**src/hsc_pkg.sv**
```systemverilog
package hsc_pkg;

  // ==========================================================
  // Bus addressing and command words
  // ==========================================================
  localparam logic [6:0]  HSC_DEV_ADDR      = 7'h70;
  localparam logic [15:0] HSC_CMD_SLEEP     = 16'hB098;
  localparam logic [15:0] HSC_CMD_WAKE      = 16'h3517;
  localparam logic [15:0] HSC_CMD_SOFT_RST  = 16'h805D;
  localparam logic [15:0] HSC_CMD_N_ST_T    = 16'h7CA2;
  localparam logic [15:0] HSC_CMD_N_ST_H    = 16'h5C24;
  localparam logic [15:0] HSC_CMD_N_NS_T    = 16'h7866;
  localparam logic [15:0] HSC_CMD_N_NS_H    = 16'h58E0;
  localparam logic [15:0] HSC_CMD_L_ST_T    = 16'h6458;
  localparam logic [15:0] HSC_CMD_L_ST_H    = 16'h44DE;
  localparam logic [15:0] HSC_CMD_L_NS_T    = 16'h609C;
  localparam logic [15:0] HSC_CMD_L_NS_H    = 16'h401A;

  // ==========================================================
  // Check byte
  // ==========================================================
  localparam logic [7:0]  HSC_CRC_POLY      = 8'h31;
  localparam logic [7:0]  HSC_CRC_INIT      = 8'hFF;

  // ==========================================================
  // Timing, in ns, then in core clock cycles (all round down)
  // ==========================================================
  localparam int HSC_CLK_PERIOD_NS          = 100;
  localparam int HSC_POWER_UP_SETTLE_NS     = 240000;
  localparam int HSC_SOFT_RESET_SETTLE_NS   = 240000;
  localparam int HSC_CONV_NORMAL_NS         = 12100000;
  localparam int HSC_CONV_LOW_POWER_NS      = 800000;
  localparam int HSC_PU_CYC  = HSC_POWER_UP_SETTLE_NS / HSC_CLK_PERIOD_NS;
  localparam int HSC_SR_CYC  = HSC_SOFT_RESET_SETTLE_NS / HSC_CLK_PERIOD_NS;
  localparam int HSC_CN_CYC  = HSC_CONV_NORMAL_NS / HSC_CLK_PERIOD_NS;
  localparam int HSC_CL_CYC  = HSC_CONV_LOW_POWER_NS / HSC_CLK_PERIOD_NS;
  localparam int HSC_TMR_W   = 17;
  localparam int HSC_RD_BYTES = 6;

  // ==========================================================
  // Carried groups
  // ==========================================================
  typedef struct packed {
    logic stretch;   // Hold SCL low while converting
    logic hum_first; // Humidity word is sent first
    logic low_power; // Short, low-power conversion
  } hsc_meas_cfg_t;

  typedef struct packed {
    logic [15:0] first;
    logic [15:0] second;
  } hsc_result_t;

  typedef enum logic [1:0] {
    HSC_P_SETTLE, HSC_P_IDLE, HSC_P_SLEEP, HSC_P_MEAS
  } hsc_pwr_t;

  typedef enum logic [3:0] {
    HSC_B_IDLE, HSC_B_ADDR, HSC_B_AACK, HSC_B_WRX, HSC_B_WACK,
    HSC_B_TX, HSC_B_MACK, HSC_B_STRETCH, HSC_B_IGNORE
  } hsc_bus_t;

endpackage

```
**src/hsc_fifo.sv**
```systemverilog
`timescale 1ns/1ns
`default_nettype none
module hsc_fifo #(
  parameter int WIDTH = 8,
  parameter int DEPTH = 4
) (
  input  wire logic             clk_i,
  input  wire logic             rst_n_i,
  input  wire logic             flush_i,
  input  wire logic             in_valid_i,
  output logic                  in_ready_o,
  input  wire logic [WIDTH-1:0] in_data_i,
  output logic                  out_valid_o,
  input  wire logic             out_ready_i,
  output logic      [WIDTH-1:0] out_data_o
);
  localparam int AW = $clog2(DEPTH);

  // ==========================================================
  // Storage and pointers
  // ==========================================================
  logic [WIDTH-1:0] mem_q [DEPTH];  // Flip-flop storage
  logic [AW-1:0]    wr_q;           // Write index
  logic [AW-1:0]    rd_q;           // Read index
  logic [AW:0]      cnt_q;          // Occupancy, honest full/empty
  wire              push = in_valid_i & in_ready_o;
  wire              pop  = out_valid_o & out_ready_i;

  assign in_ready_o  = (cnt_q != (AW+1)'(DEPTH)) & ~flush_i;
  assign out_valid_o = (cnt_q != '0) & ~flush_i;
  assign out_data_o  = mem_q[rd_q];

  // Pointers; flush wins so a stale byte never leaks into a new read
  always_ff @(posedge clk_i or negedge rst_n_i) begin
    if (!rst_n_i) begin
      wr_q  <= '0;
      rd_q  <= '0;
      cnt_q <= '0;
    end else if (flush_i) begin
      wr_q  <= '0;
      rd_q  <= '0;
      cnt_q <= '0;
    end else begin
      if (push) wr_q <= (wr_q == AW'(DEPTH - 1)) ? '0 : wr_q + 1'b1;
      if (pop)  rd_q <= (rd_q == AW'(DEPTH - 1)) ? '0 : rd_q + 1'b1;
      cnt_q <= cnt_q + (AW+1)'(push) - (AW+1)'(pop);
    end
  end

  // Data words carry no reset
  always_ff @(posedge clk_i) begin
    if (push) mem_q[wr_q] <= in_data_i;
  end
endmodule
`default_nettype wire

```
**src/hsc_core.sv**
```systemverilog
`timescale 1ns/1ns
`default_nettype none
// What this block does
// - Answer only bus address 0x70
// - Commands are 16-bit words after write header
// - Idle after power-up settle time
// - Idle again after soft reset settle
// - Command 0xB098 enters sleep
// - Command 0x3517 wakes a sleeping device
// - Every measurement converts temperature and humidity
// - Normal-mode commands select stretch and order
// - Low-power commands select stretch and order
// - Conversion ends within 12.1 / 0.8 ms
// - Stretching holds SCL low until done
// - Read sends word, check, word, check
// - Check byte CRC-8 poly 0x31 init 0xFF
// - Soft reset 0x805D accepted when idle
module hsc_core
  import hsc_pkg::*;
#(
  parameter int PU_CYC = HSC_PU_CYC,
  parameter int SR_CYC = HSC_SR_CYC,
  parameter int CN_CYC = HSC_CN_CYC,
  parameter int CL_CYC = HSC_CL_CYC
) (
  input  wire logic        core_clk_i,
  input  wire logic        rst_b_i,
  input  wire logic        scl_i,
  output logic             scl_o,
  output logic             scl_oe_n_o,
  input  wire logic        sda_i,
  output logic             sda_o,
  output logic             sda_oe_n_o,
  input  wire logic [15:0] temp_raw_i,
  input  wire logic [15:0] hum_raw_i,
  output logic             conv_busy_o,
  output logic             conv_low_power_o,
  output logic             sleeping_o,
  output logic             idle_o
);

  // ==========================================================
  // Reset release and pin synchronisers
  // ==========================================================
  logic [1:0] rst_q;               // Reset release chain
  logic [1:0] scl_s_q, sda_s_q;    // Two flops per pin
  logic       scl_d_q, sda_d_q;    // Previous synced level
  wire        rst_n = rst_q[1];

  always_ff @(posedge core_clk_i or negedge rst_b_i) begin
    if (!rst_b_i) rst_q <= 2'h0;
    else          rst_q <= {rst_q[0], 1'b1};
  end

  // Only the second stage and its delayed copy feed logic
  always_ff @(posedge core_clk_i or negedge rst_n) begin
    if (!rst_n) begin
      scl_s_q <= 2'h3;
      sda_s_q <= 2'h3;
      scl_d_q <= 1'b1;
      sda_d_q <= 1'b1;
    end else begin
      scl_s_q <= {scl_s_q[0], scl_i};
      sda_s_q <= {sda_s_q[0], sda_i};
      scl_d_q <= scl_s_q[1];
      sda_d_q <= sda_s_q[1];
    end
  end

  wire scl  = scl_s_q[1];
  wire sda  = sda_s_q[1];
  wire rise = scl & ~scl_d_q;
  wire fall = ~scl & scl_d_q;
  wire st_ev = scl & scl_d_q & sda_d_q & ~sda;   // START
  wire sp_ev = scl & scl_d_q & ~sda_d_q & sda;   // STOP

  // ==========================================================
  // State declarations
  // ==========================================================
  hsc_pwr_t           pwr_q;        // Power / conversion state
  hsc_bus_t           bus_q;        // Bus protocol state
  logic [HSC_TMR_W-1:0] tmr_q;      // Settle / conversion timer
  hsc_meas_cfg_t      cfg_q;        // Options of last measurement
  hsc_result_t        res_q;        // Captured words in send order
  logic               ready_q;      // Results present to read
  logic [7:0]         sh_q;         // Receive shift register
  logic [7:0]         hi_q;         // First command byte
  logic [7:0]         tx_q;         // Transmit shift register
  logic [3:0]         bcnt_q;       // Bits in current byte
  logic [1:0]         wbyte_q;      // Write bytes taken
  logic [2:0]         sent_q;       // Read bytes loaded
  logic               rd_q;         // Header was a read
  logic               mack_q;       // Master acked last byte
  logic               sda_low_q;    // We pull SDA
  logic               scl_low_q;    // We pull SCL
  logic [2:0]         lidx_q;       // Loader byte index
  logic [7:0]         crc_q;        // Running check value
  logic               lact_q;       // Loader active

  // ==========================================================
  // Command decode
  // ==========================================================
  wire [15:0] cmd     = {hi_q, sh_q};
  wire c_st_t = (cmd == HSC_CMD_N_ST_T) | (cmd == HSC_CMD_L_ST_T);
  wire c_st_h = (cmd == HSC_CMD_N_ST_H) | (cmd == HSC_CMD_L_ST_H);
  wire c_ns_t = (cmd == HSC_CMD_N_NS_T) | (cmd == HSC_CMD_L_NS_T);
  wire c_ns_h = (cmd == HSC_CMD_N_NS_H) | (cmd == HSC_CMD_L_NS_H);
  wire c_low  = (cmd == HSC_CMD_L_ST_T) | (cmd == HSC_CMD_L_ST_H) |
                (cmd == HSC_CMD_L_NS_T) | (cmd == HSC_CMD_L_NS_H);
  wire c_meas = c_st_t | c_st_h | c_ns_t | c_ns_h;
  hsc_meas_cfg_t c_cfg;
  assign c_cfg = '{stretch: c_st_t | c_st_h, hum_first: c_st_h | c_ns_h,
                   low_power: c_low};

  wire asleep  = (pwr_q == HSC_P_SLEEP);
  wire conv    = (pwr_q == HSC_P_MEAS);
  wire settle  = (pwr_q == HSC_P_SETTLE);
  // Header decision after eight address bits
  wire a_match = (sh_q[7:1] == HSC_DEV_ADDR);
  wire a_wr_ok = ~settle & ~conv;
  wire a_rd_ok = ~settle & ~asleep &
                 (conv ? cfg_q.stretch : ready_q);
  wire a_ack   = a_match & (sh_q[0] ? a_rd_ok : a_wr_ok);
  // Second command byte: asleep only the wakeup word is taken
  wire c_ok    = asleep ? (cmd == HSC_CMD_WAKE) : 1'b1;
  wire byte_in = fall & (bcnt_q == 4'h8);
  wire cmd_go  = (bus_q == HSC_B_WRX) & byte_in &
                 (wbyte_q == 2'h1) & c_ok;
  wire rd_go   = (bus_q == HSC_B_ADDR) & byte_in & a_ack & sh_q[0];

  // ==========================================================
  // Result byte stream through the FIFO
  // ==========================================================
  logic [7:0] f_in, f_out;
  logic       f_in_rdy, f_out_vld;
  wire  f_push = lact_q & ready_q & (lidx_q != 3'(HSC_RD_BYTES));
  wire  f_flush = st_ev | sp_ev | rd_go;
  wire  more   = mack_q & (sent_q != 3'(HSC_RD_BYTES));
  wire  tx_ask = (fall & (((bus_q == HSC_B_AACK) & rd_q) |
                  ((bus_q == HSC_B_MACK) & more))) |
                 (bus_q == HSC_B_STRETCH);
  wire  f_pop  = tx_ask & f_out_vld & ~sp_ev & ~st_ev;

  // Bytes 2 and 5 are check bytes; others are word halves
  always_comb begin
    unique case (lidx_q)
      3'h0:    f_in = res_q.first[15:8];
      3'h1:    f_in = res_q.first[7:0];
      3'h3:    f_in = res_q.second[15:8];
      3'h4:    f_in = res_q.second[7:0];
      default: f_in = crc_q;
    endcase
  end

  // Bitwise CRC-8, MSB first, no reflection or final xor
  function automatic logic [7:0] crc8(input logic [7:0] c,
                                      input logic [7:0] d);
    logic [7:0] r;
    r = c ^ d;
    for (int i = 0; i < 8; i++) begin
      r = r[7] ? ((r << 1) ^ HSC_CRC_POLY) : (r << 1);
    end
    return r;
  endfunction

  wire is_chk = (lidx_q == 3'h2) | (lidx_q == 3'h5);

  // Loader fills the FIFO; stalls whenever the FIFO is full
  always_ff @(posedge core_clk_i or negedge rst_n) begin
    if (!rst_n) begin
      lidx_q <= 3'h0;
      crc_q  <= HSC_CRC_INIT;
      lact_q <= 1'b0;
    end else if (rd_go) begin
      lidx_q <= 3'h0;
      crc_q  <= HSC_CRC_INIT;
      lact_q <= 1'b1;
    end else if (st_ev | sp_ev) begin
      lact_q <= 1'b0;
    end else if (f_push & f_in_rdy) begin
      lidx_q <= lidx_q + 3'h1;
      crc_q  <= is_chk ? HSC_CRC_INIT : crc8(crc_q, f_in);
    end
  end

  hsc_fifo #(.WIDTH(8), .DEPTH(4)) u_fifo (
    .clk_i       (core_clk_i),
    .rst_n_i     (rst_n),
    .flush_i     (f_flush),
    .in_valid_i  (f_push),
    .in_ready_o  (f_in_rdy),
    .in_data_i   (f_in),
    .out_valid_o (f_out_vld),
    .out_ready_i (f_pop),
    .out_data_o  (f_out)
  );

  // ==========================================================
  // Power, settle and conversion sequencing
  // ==========================================================
  wire tmr_done = (tmr_q == '0);

  always_ff @(posedge core_clk_i or negedge rst_n) begin
    if (!rst_n) begin
      pwr_q   <= HSC_P_SETTLE;
      tmr_q   <= HSC_TMR_W'(PU_CYC - 1);
      cfg_q   <= '0;
      res_q   <= '0;
      ready_q <= 1'b0;
    end else begin
      if (!tmr_done) tmr_q <= tmr_q - 1'b1;
      unique case (pwr_q)
        HSC_P_SETTLE: if (tmr_done) pwr_q <= HSC_P_IDLE;
        HSC_P_SLEEP: if (cmd_go) pwr_q <= HSC_P_IDLE;
        HSC_P_MEAS: if (tmr_done) begin
          // Both quantities are captured together
          pwr_q   <= HSC_P_IDLE;
          ready_q <= 1'b1;
          res_q   <= cfg_q.hum_first ? {hum_raw_i, temp_raw_i}
                                     : {temp_raw_i, hum_raw_i};
        end
        HSC_P_IDLE: if (cmd_go) begin
          if (cmd == HSC_CMD_SLEEP) begin
            pwr_q <= HSC_P_SLEEP;
          end else if (cmd == HSC_CMD_SOFT_RST) begin
            pwr_q   <= HSC_P_SETTLE;
            tmr_q   <= HSC_TMR_W'(SR_CYC - 1);
            ready_q <= 1'b0;
            cfg_q   <= '0;
          end else if (c_meas) begin
            pwr_q   <= HSC_P_MEAS;
            cfg_q   <= c_cfg;
            ready_q <= 1'b0;
            tmr_q   <= c_low ? HSC_TMR_W'(CL_CYC - 1)
                             : HSC_TMR_W'(CN_CYC - 1);
          end
        end
      endcase
    end
  end

  // ==========================================================
  // Bus protocol engine
  // ==========================================================
  always_ff @(posedge core_clk_i or negedge rst_n) begin
    if (!rst_n) begin
      bus_q     <= HSC_B_IDLE;
      sh_q      <= 8'h00;
      hi_q      <= 8'h00;
      tx_q      <= 8'h00;
      bcnt_q    <= 4'h0;
      wbyte_q   <= 2'h0;
      sent_q    <= 3'h0;
      rd_q      <= 1'b0;
      mack_q    <= 1'b0;
      sda_low_q <= 1'b0;
    end else if (sp_ev) begin
      bus_q     <= HSC_B_IDLE;   // STOP frees the bus
      sda_low_q <= 1'b0;
    end else if (st_ev) begin
      bus_q     <= HSC_B_ADDR;   // START or repeated START
      bcnt_q    <= 4'h0;
      sda_low_q <= 1'b0;
    end else begin
      // Shift in on every rising edge of a receiving byte
      if (rise && (bus_q == HSC_B_ADDR || bus_q == HSC_B_WRX)) begin
        sh_q   <= {sh_q[6:0], sda};
        bcnt_q <= bcnt_q + 4'h1;
      end
      if (rise && bus_q == HSC_B_MACK) mack_q <= ~sda;
      if (f_pop) begin
        // Next byte goes out on SCL low
        tx_q      <= {f_out[6:0], 1'b0};
        sda_low_q <= ~f_out[7];
        bcnt_q    <= 4'h1;
        sent_q    <= sent_q + 3'h1;
        bus_q     <= HSC_B_TX;
      end else if (fall) begin
        unique case (bus_q)
          HSC_B_ADDR: if (bcnt_q == 4'h8) begin
            rd_q      <= sh_q[0];
            sda_low_q <= a_ack;
            bus_q     <= a_ack ? HSC_B_AACK : HSC_B_IGNORE;
            wbyte_q   <= 2'h0;
            sent_q    <= 3'h0;
          end
          HSC_B_AACK: begin
            sda_low_q <= 1'b0;
            bcnt_q    <= 4'h0;
            // Read with no byte yet: hold the clock
            bus_q     <= rd_q ? HSC_B_STRETCH : HSC_B_WRX;
          end
          HSC_B_WRX: if (bcnt_q == 4'h8) begin
            if (wbyte_q == 2'h0) hi_q <= sh_q;
            sda_low_q <= (wbyte_q == 2'h0) | cmd_go;
            bus_q     <= ((wbyte_q == 2'h0) | cmd_go) ? HSC_B_WACK
                                                      : HSC_B_IGNORE;
            wbyte_q   <= wbyte_q + 2'h1;
          end
          HSC_B_WACK: begin
            sda_low_q <= 1'b0;
            bcnt_q    <= 4'h0;
            bus_q     <= HSC_B_WRX;
          end
          HSC_B_TX: begin
            if (bcnt_q == 4'h8) begin
              sda_low_q <= 1'b0;   // Release for master ack
              bus_q     <= HSC_B_MACK;
            end else begin
              sda_low_q <= ~tx_q[7];
              tx_q      <= {tx_q[6:0], 1'b0};
              bcnt_q    <= bcnt_q + 4'h1;
            end
          end
          HSC_B_MACK: begin
            // Master nack or last byte: stop sending
            bus_q <= more ? HSC_B_STRETCH : HSC_B_IGNORE;
          end
          default: ;
        endcase
      end
    end
  end

  // SCL is pulled one cycle after entering the wait and freed one
  // cycle after the byte is set up, giving data setup before release
  always_ff @(posedge core_clk_i or negedge rst_n) begin
    if (!rst_n) scl_low_q <= 1'b0;
    else        scl_low_q <= (bus_q == HSC_B_STRETCH) & ~sp_ev;
  end

  // ==========================================================
  // Pins and status
  // ==========================================================
  assign scl_o            = 1'b0;       // Open drain: only low
  assign sda_o            = 1'b0;
  assign scl_oe_n_o       = ~scl_low_q;
  assign sda_oe_n_o       = ~sda_low_q;
  assign conv_busy_o      = conv;
  assign conv_low_power_o = cfg_q.low_power;
  assign sleeping_o       = asleep;
  assign idle_o           = (pwr_q == HSC_P_IDLE);

endmodule
`default_nettype wire

```
**config.mk**
```make
export PLATFORM = sky130hd
export DESIGN_NAME = hsc_core
export DESIGN_NICKNAME = d
export VERILOG_FILES = /design/src/hsc_pkg.sv /design/src/hsc_fifo.sv /design/src/hsc_core.sv
export SDC_FILE = /design/constraint.sdc
export NUM_CORES = 1
export LEC_CHECK = 0
export ABC_AREA = 1
export BUFFER_PORTS_ARGS = -buffer_cell sky130_fd_sc_hd__buf_2
export CAP_MARGIN = 20
export CORE_MARGIN = 4
export CORE_UTILIZATION = 56
export DETAILED_ROUTE_END_ITERATION = 10
export PLACE_DENSITY = 0.88
export SLEW_MARGIN = 15
export SYNTH_ARGS = -nofsm -noshare
export SYNTH_HDL_FRONTEND = slang
export SYNTH_HIERARCHICAL = 1
export SYNTH_SLANG_ARGS = --single-unit
```
**constraint.sdc**
```tcl
create_clock -name core_clk_i -period 3.45 [get_ports core_clk_i]
set_input_delay 0.5175 -clock core_clk_i [delete_from_list [all_inputs] [get_ports core_clk_i]]
set_output_delay 0.5175 -clock core_clk_i [all_outputs]
set_load 0.005 [all_outputs]
```
==> out/metrics.yaml <==
status:
  status: "completed"
drt:
  drtIter0Drc: 671
  antenna_left: 0
  vias: 7431
  firstDrtPassIters: 5
  drc_errors: 0
  via_per_inst: 5.49
  drt_wl_total_um: 19600
  avgRoutedWirePerCell_um: 14.5
die:
  die_area_um2: 18100
  core_um2: 15800
  rows: 46
  die_width_um: 135
  die_y_um: 135
  start_util_pct: 56.9
  top_level_ports: 44
sta:
  timing.hold.ws_ps: 191
  period_minus_slack_ps: 3270
  skew_ps: 10.6
  setup_viol: 0
  worst_slew_pin_slew_ps: 915
  period_share_pct: 94.8
  slew_violations: 0
  worst_slack_ps: 178
  max_freq_mhz: 306
  hold_violations: 0
  relSlewSlack_pct: 39.0
final_layout:
  nFillCells: 1312
  fin_area_um2: 10000
  layout.nets: 1186
  multi_input_area_um2: 4240
  n_antenna_cell: 0
  drive_above_1_share_pct: 17.8
  seq_area_um2: 4050
  area_growth_pct: 11.4
placed_design:
  hpwl_um: 14300
  place_congestion: 0.950
  place_ws_ps: 78.9
  port_buffers: 41
  dpl_cell_area_um2: 9350
synthesis:
  yosysSeqAreaShare_pct: 45.0
  synth_edf_count: 32
  syn_avg_cell_area_um2: 8.31
  synth-main-ff-cell: "dfrtp_1"
  synth.distinct_cells: 57
  synthCells: 1080
  ys_async_sr_fraction_pct: 79.2
  ys.warnings.count: 6
  synth_seq_cells: 154
  synth_area_um2: 8980
min_path:
  hold_path_class: "primary input to register"
setup_path:
  critPathMaxFanout: 8
  end_kind: "register"
  path_cells: "ha_1 -> nand2_1 -> o21ai_0 -> a21oi_1 -> nor2_2 -> nand4_2 -> nand2_2 -> a21oi_4 -> nand2_2 -> nor2_8 -> nand3_1 -> inv_1 -> ha_1 -> inv_1 -> ha_1 -> inv_1 -> fa_1 -> nand2_1 -> nand2_1 -> nor2_1"
  start_kind: "register"
  critPathArrivalTime_ps: 3630
  slowest_stage: "dfrtp_1"
  required_ps: 3810
  critical_path_class: "register to register"
  max_stage_delay_ps: 400
grt:
  grt_usage_pct: 22.7
  use_met1_pct: 30.3
  grt.overflow.total: 0
  grt_pass1_wl_um: 33600
  grt_pass1_vias: 7193
  antenna_found_initial: 0
  use_met3_pct: 4.02
  grtUsageMet2_pct: 38.0
  grt-busiest-layer: "met2"
  grt_max_degree: 66
clock_tree:
  insertion_delay_ps: 430
  h-tree-depth: 4
  clock_path_buffers: 2
  clk_pin_slew_ps: 60
  cts_root_buf: "clkbuf_16"
  cts_num_sinks: 154
  cts_buffers: 17
  cts_tree: "built"
power:
  p_leak_nw: 4.76
  p_per_area_nw_per_um2: 472
  max-vdd-ir-drop_mv: 0.280
flow_run:
  maxCapViolations: 0
-- Yosys cell counts, types with 2 or more instances --
master / n / area share (%)
inv_1: 114 / 4.8
inv_2: 20 / 0.84
buf_6: 7 / 0.88
buf_2: 7 / 0.39
nor2_4: 5 / 0.63
o21a_1: 2 / 0.17
o211ai_2: 3 / 0.42
buf_4: 4 / 0.33
mux2i_1: 33 / 3.7
nor3_1: 16 / 0.89
nand2_4: 6 / 0.75
a21oi_2: 2 / 0.20
o211ai_1: 9 / 0.75
conb_1: 2 / 0.084
nor3_2: 6 / 0.67
and3_1: 2 / 0.14
xor2_1: 8 / 0.78
dfrtp_1: 100 / 28
nand3_1: 70 / 3.9
nand4_1: 17 / 1.2
nand2_1: 247 / 10
ha_1: 24 / 3.3
nand2_2: 10 / 0.70
nor2_1: 91 / 3.8
xnor2_1: 4 / 0.39
clkbuf_2: 2 / 0.11
dfstp_2: 22 / 6.4
nand3b_1: 4 / 0.33
o21ai_2: 4 / 0.39
inv_4: 4 / 0.28
a21oi_1: 26 / 1.4
o22ai_1: 13 / 0.91
nor4_1: 7 / 0.49
nand4_2: 5 / 0.70
o21ai_0: 63 / 3.5
nand3_2: 5 / 0.56
nor2_2: 16 / 1.1
edfxtp_1: 32 / 11
nor2_8: 2 / 0.45
clkbuf_1: 7 / 0.29
o21ai_1: 43 / 2.4
-- critical path, delay by kind of cell, from the launching register on --
kind / cells / cell delay (ps)
buffers and inverters: 3 / 210
and+or+nand+nor: 10 / 1080
adders and majority gates: 4 / 1030
DFF: 1 / 400
AOI/OAI and AO/OA: 3 / 500
-- per-stage QoR --
step	instances	TNS [ps]	utilization [%]	power, W
final	1354	0	63.4	0.00471
after CTS	1353	0	63.3	0.00472
after global placement	1320	0	59.3	0.00275
after detailed placement	1320	0	59.3	0.00276
after global routing	1354	-16.3	63.4	0.00492
after floorplan	1081	0	-	0.00258
-- flip-flops by register name, summed over array words and instances (netlist names), 2 cells and up --
name	count
lidx_q	3
crc_q	8
cfg_q	2
sh_q	8
bcnt_q	4
hi_q	8
u_fifo/cnt_q	3
sda_s_q	2
u_fifo/mem_q	32
tmr_q	17
u_fifo/rd_q	2
u_fifo/wr_q	2
pwr_q	2
rst_q	2
scl_s_q	2
sent_q	3
wbyte_q	2
bus_q	4
res_q	32
tx_q	7
-- power breakdown --
part | switching [W] | internal, W
combinational | 0.000461 | 0.000224
sequential | 0.000103 | 0.00196
clock | 0.000743 | 0.00122
total | 0.00131 | 0.00341
-- cell usage in the layout (no fill, tap or decap), types with 5 or more instances in the layout --
| master | netlist | layout |
|---|---|---|
| o21ai_1 | 43 | 43 |
| nand2_1 | 247 | 245 |
| a21oi_1 | 26 | 26 |
| dfstp_2 | 22 | 22 |
| nor3_2 | 6 | 6 |
| nand2_2 | 10 | 12 |
| inv_1 | 114 | 114 |
| mux2i_1 | 33 | 33 |
| nor2_2 | 16 | 18 |
| inv_2 | 20 | 20 |
| xor2_1 | 8 | 8 |
| nor3_1 | 16 | 16 |
| nand3_1 | 70 | 70 |
| nand2_4 | 6 | 6 |
| nand3_2 | 5 | 5 |
| nand4_2 | 5 | 5 |
| buf_4 | 4 | 10 |
| nor4_1 | 7 | 7 |
| o211ai_1 | 9 | 9 |
| dfrtp_1 | 100 | 98 |
| o22ai_1 | 13 | 13 |
| o21ai_0 | 63 | 63 |
| clkbuf_16 | 0 | 17 |
| nor2_1 | 91 | 89 |
| buf_2 | 7 | 41 |
| nand4_1 | 17 | 17 |
| nor2_4 | 5 | 5 |
| ha_1 | 24 | 24 |
| edfxtp_1 | 32 | 32 |
-- cell families (layout without fill, tap and decap cells) --
family,Yosys count,in the layout,share of synthesized area [%]
muxes,33,33,3.68
and+or+nand+nor,515,515,27.4
other,2,3,0.0837
xor gates and xnor gates,12,12,1.17
AOI/OAI and AO/OA,173,173,11.1
DFF,154,154,45.0
buffers and inverters,166,223,7.99
adders and majority gates,25,25,3.57
-- area by class of cell --
type                            count  area share (%)
Inverter                          139            5.37
Sequential cell                   154            40.5
Timing Repair Buffer               52            2.90
Clock buffer                       21            4.44
Clock inverter                     11            1.71
Multi-Input combinational cell    761            42.4
Tap cell                          216            2.70
-- routing by layer --
layer  vias up  wire length, um
met4         0              378
met3        34              920
met1      3500             8660
met2       236             9680
li1       3661                -
met5         -                0
-- what timing repair did --
| item | in CTS | in global routing |
|---|---|---|
| setup endpoints to repair | 0 | 2 |
| setup buffers | 0 | 1 |
| resized for setup | 0 | 4 |
| hold buffers | 1 | 0 |
| endpoints found under the hold margin | 2 | 0 |
-- final timing paths --
| path | cells past startpoint | from | slack, ps | to |
|---|---|---|---|---|
| setup / recovery | 20 | pwr_q[0]$_DFFE_PN0P_ | 180 | u_fifo/cnt_q[2]$_DFF_PN0_ |
| hold / removal | 1 | scl_i | 190 | scl_s_q[0]$_DFF_PN1_ |
| setup reg to reg | 20 | pwr_q[0]$_DFFE_PN0P_ | 180 | u_fifo/cnt_q[2]$_DFF_PN0_ |
| hold reg to reg | 0 | rst_q[1]$_DFF_PN0_ | 350 | conv_low_power_o$_DFFE_PN0P_ |
| max in group asynchronous | 1 | rst_q[1]$_DFF_PN0_ | 2220 | crc_q[1]$_DFFE_PN1P_ |
| min in group asynchronous | 0 | rst_q[1]$_DFF_PN0_ | 350 | conv_low_power_o$_DFFE_PN0P_ |
Note: power is estimated with default switching activity, not from simulation.
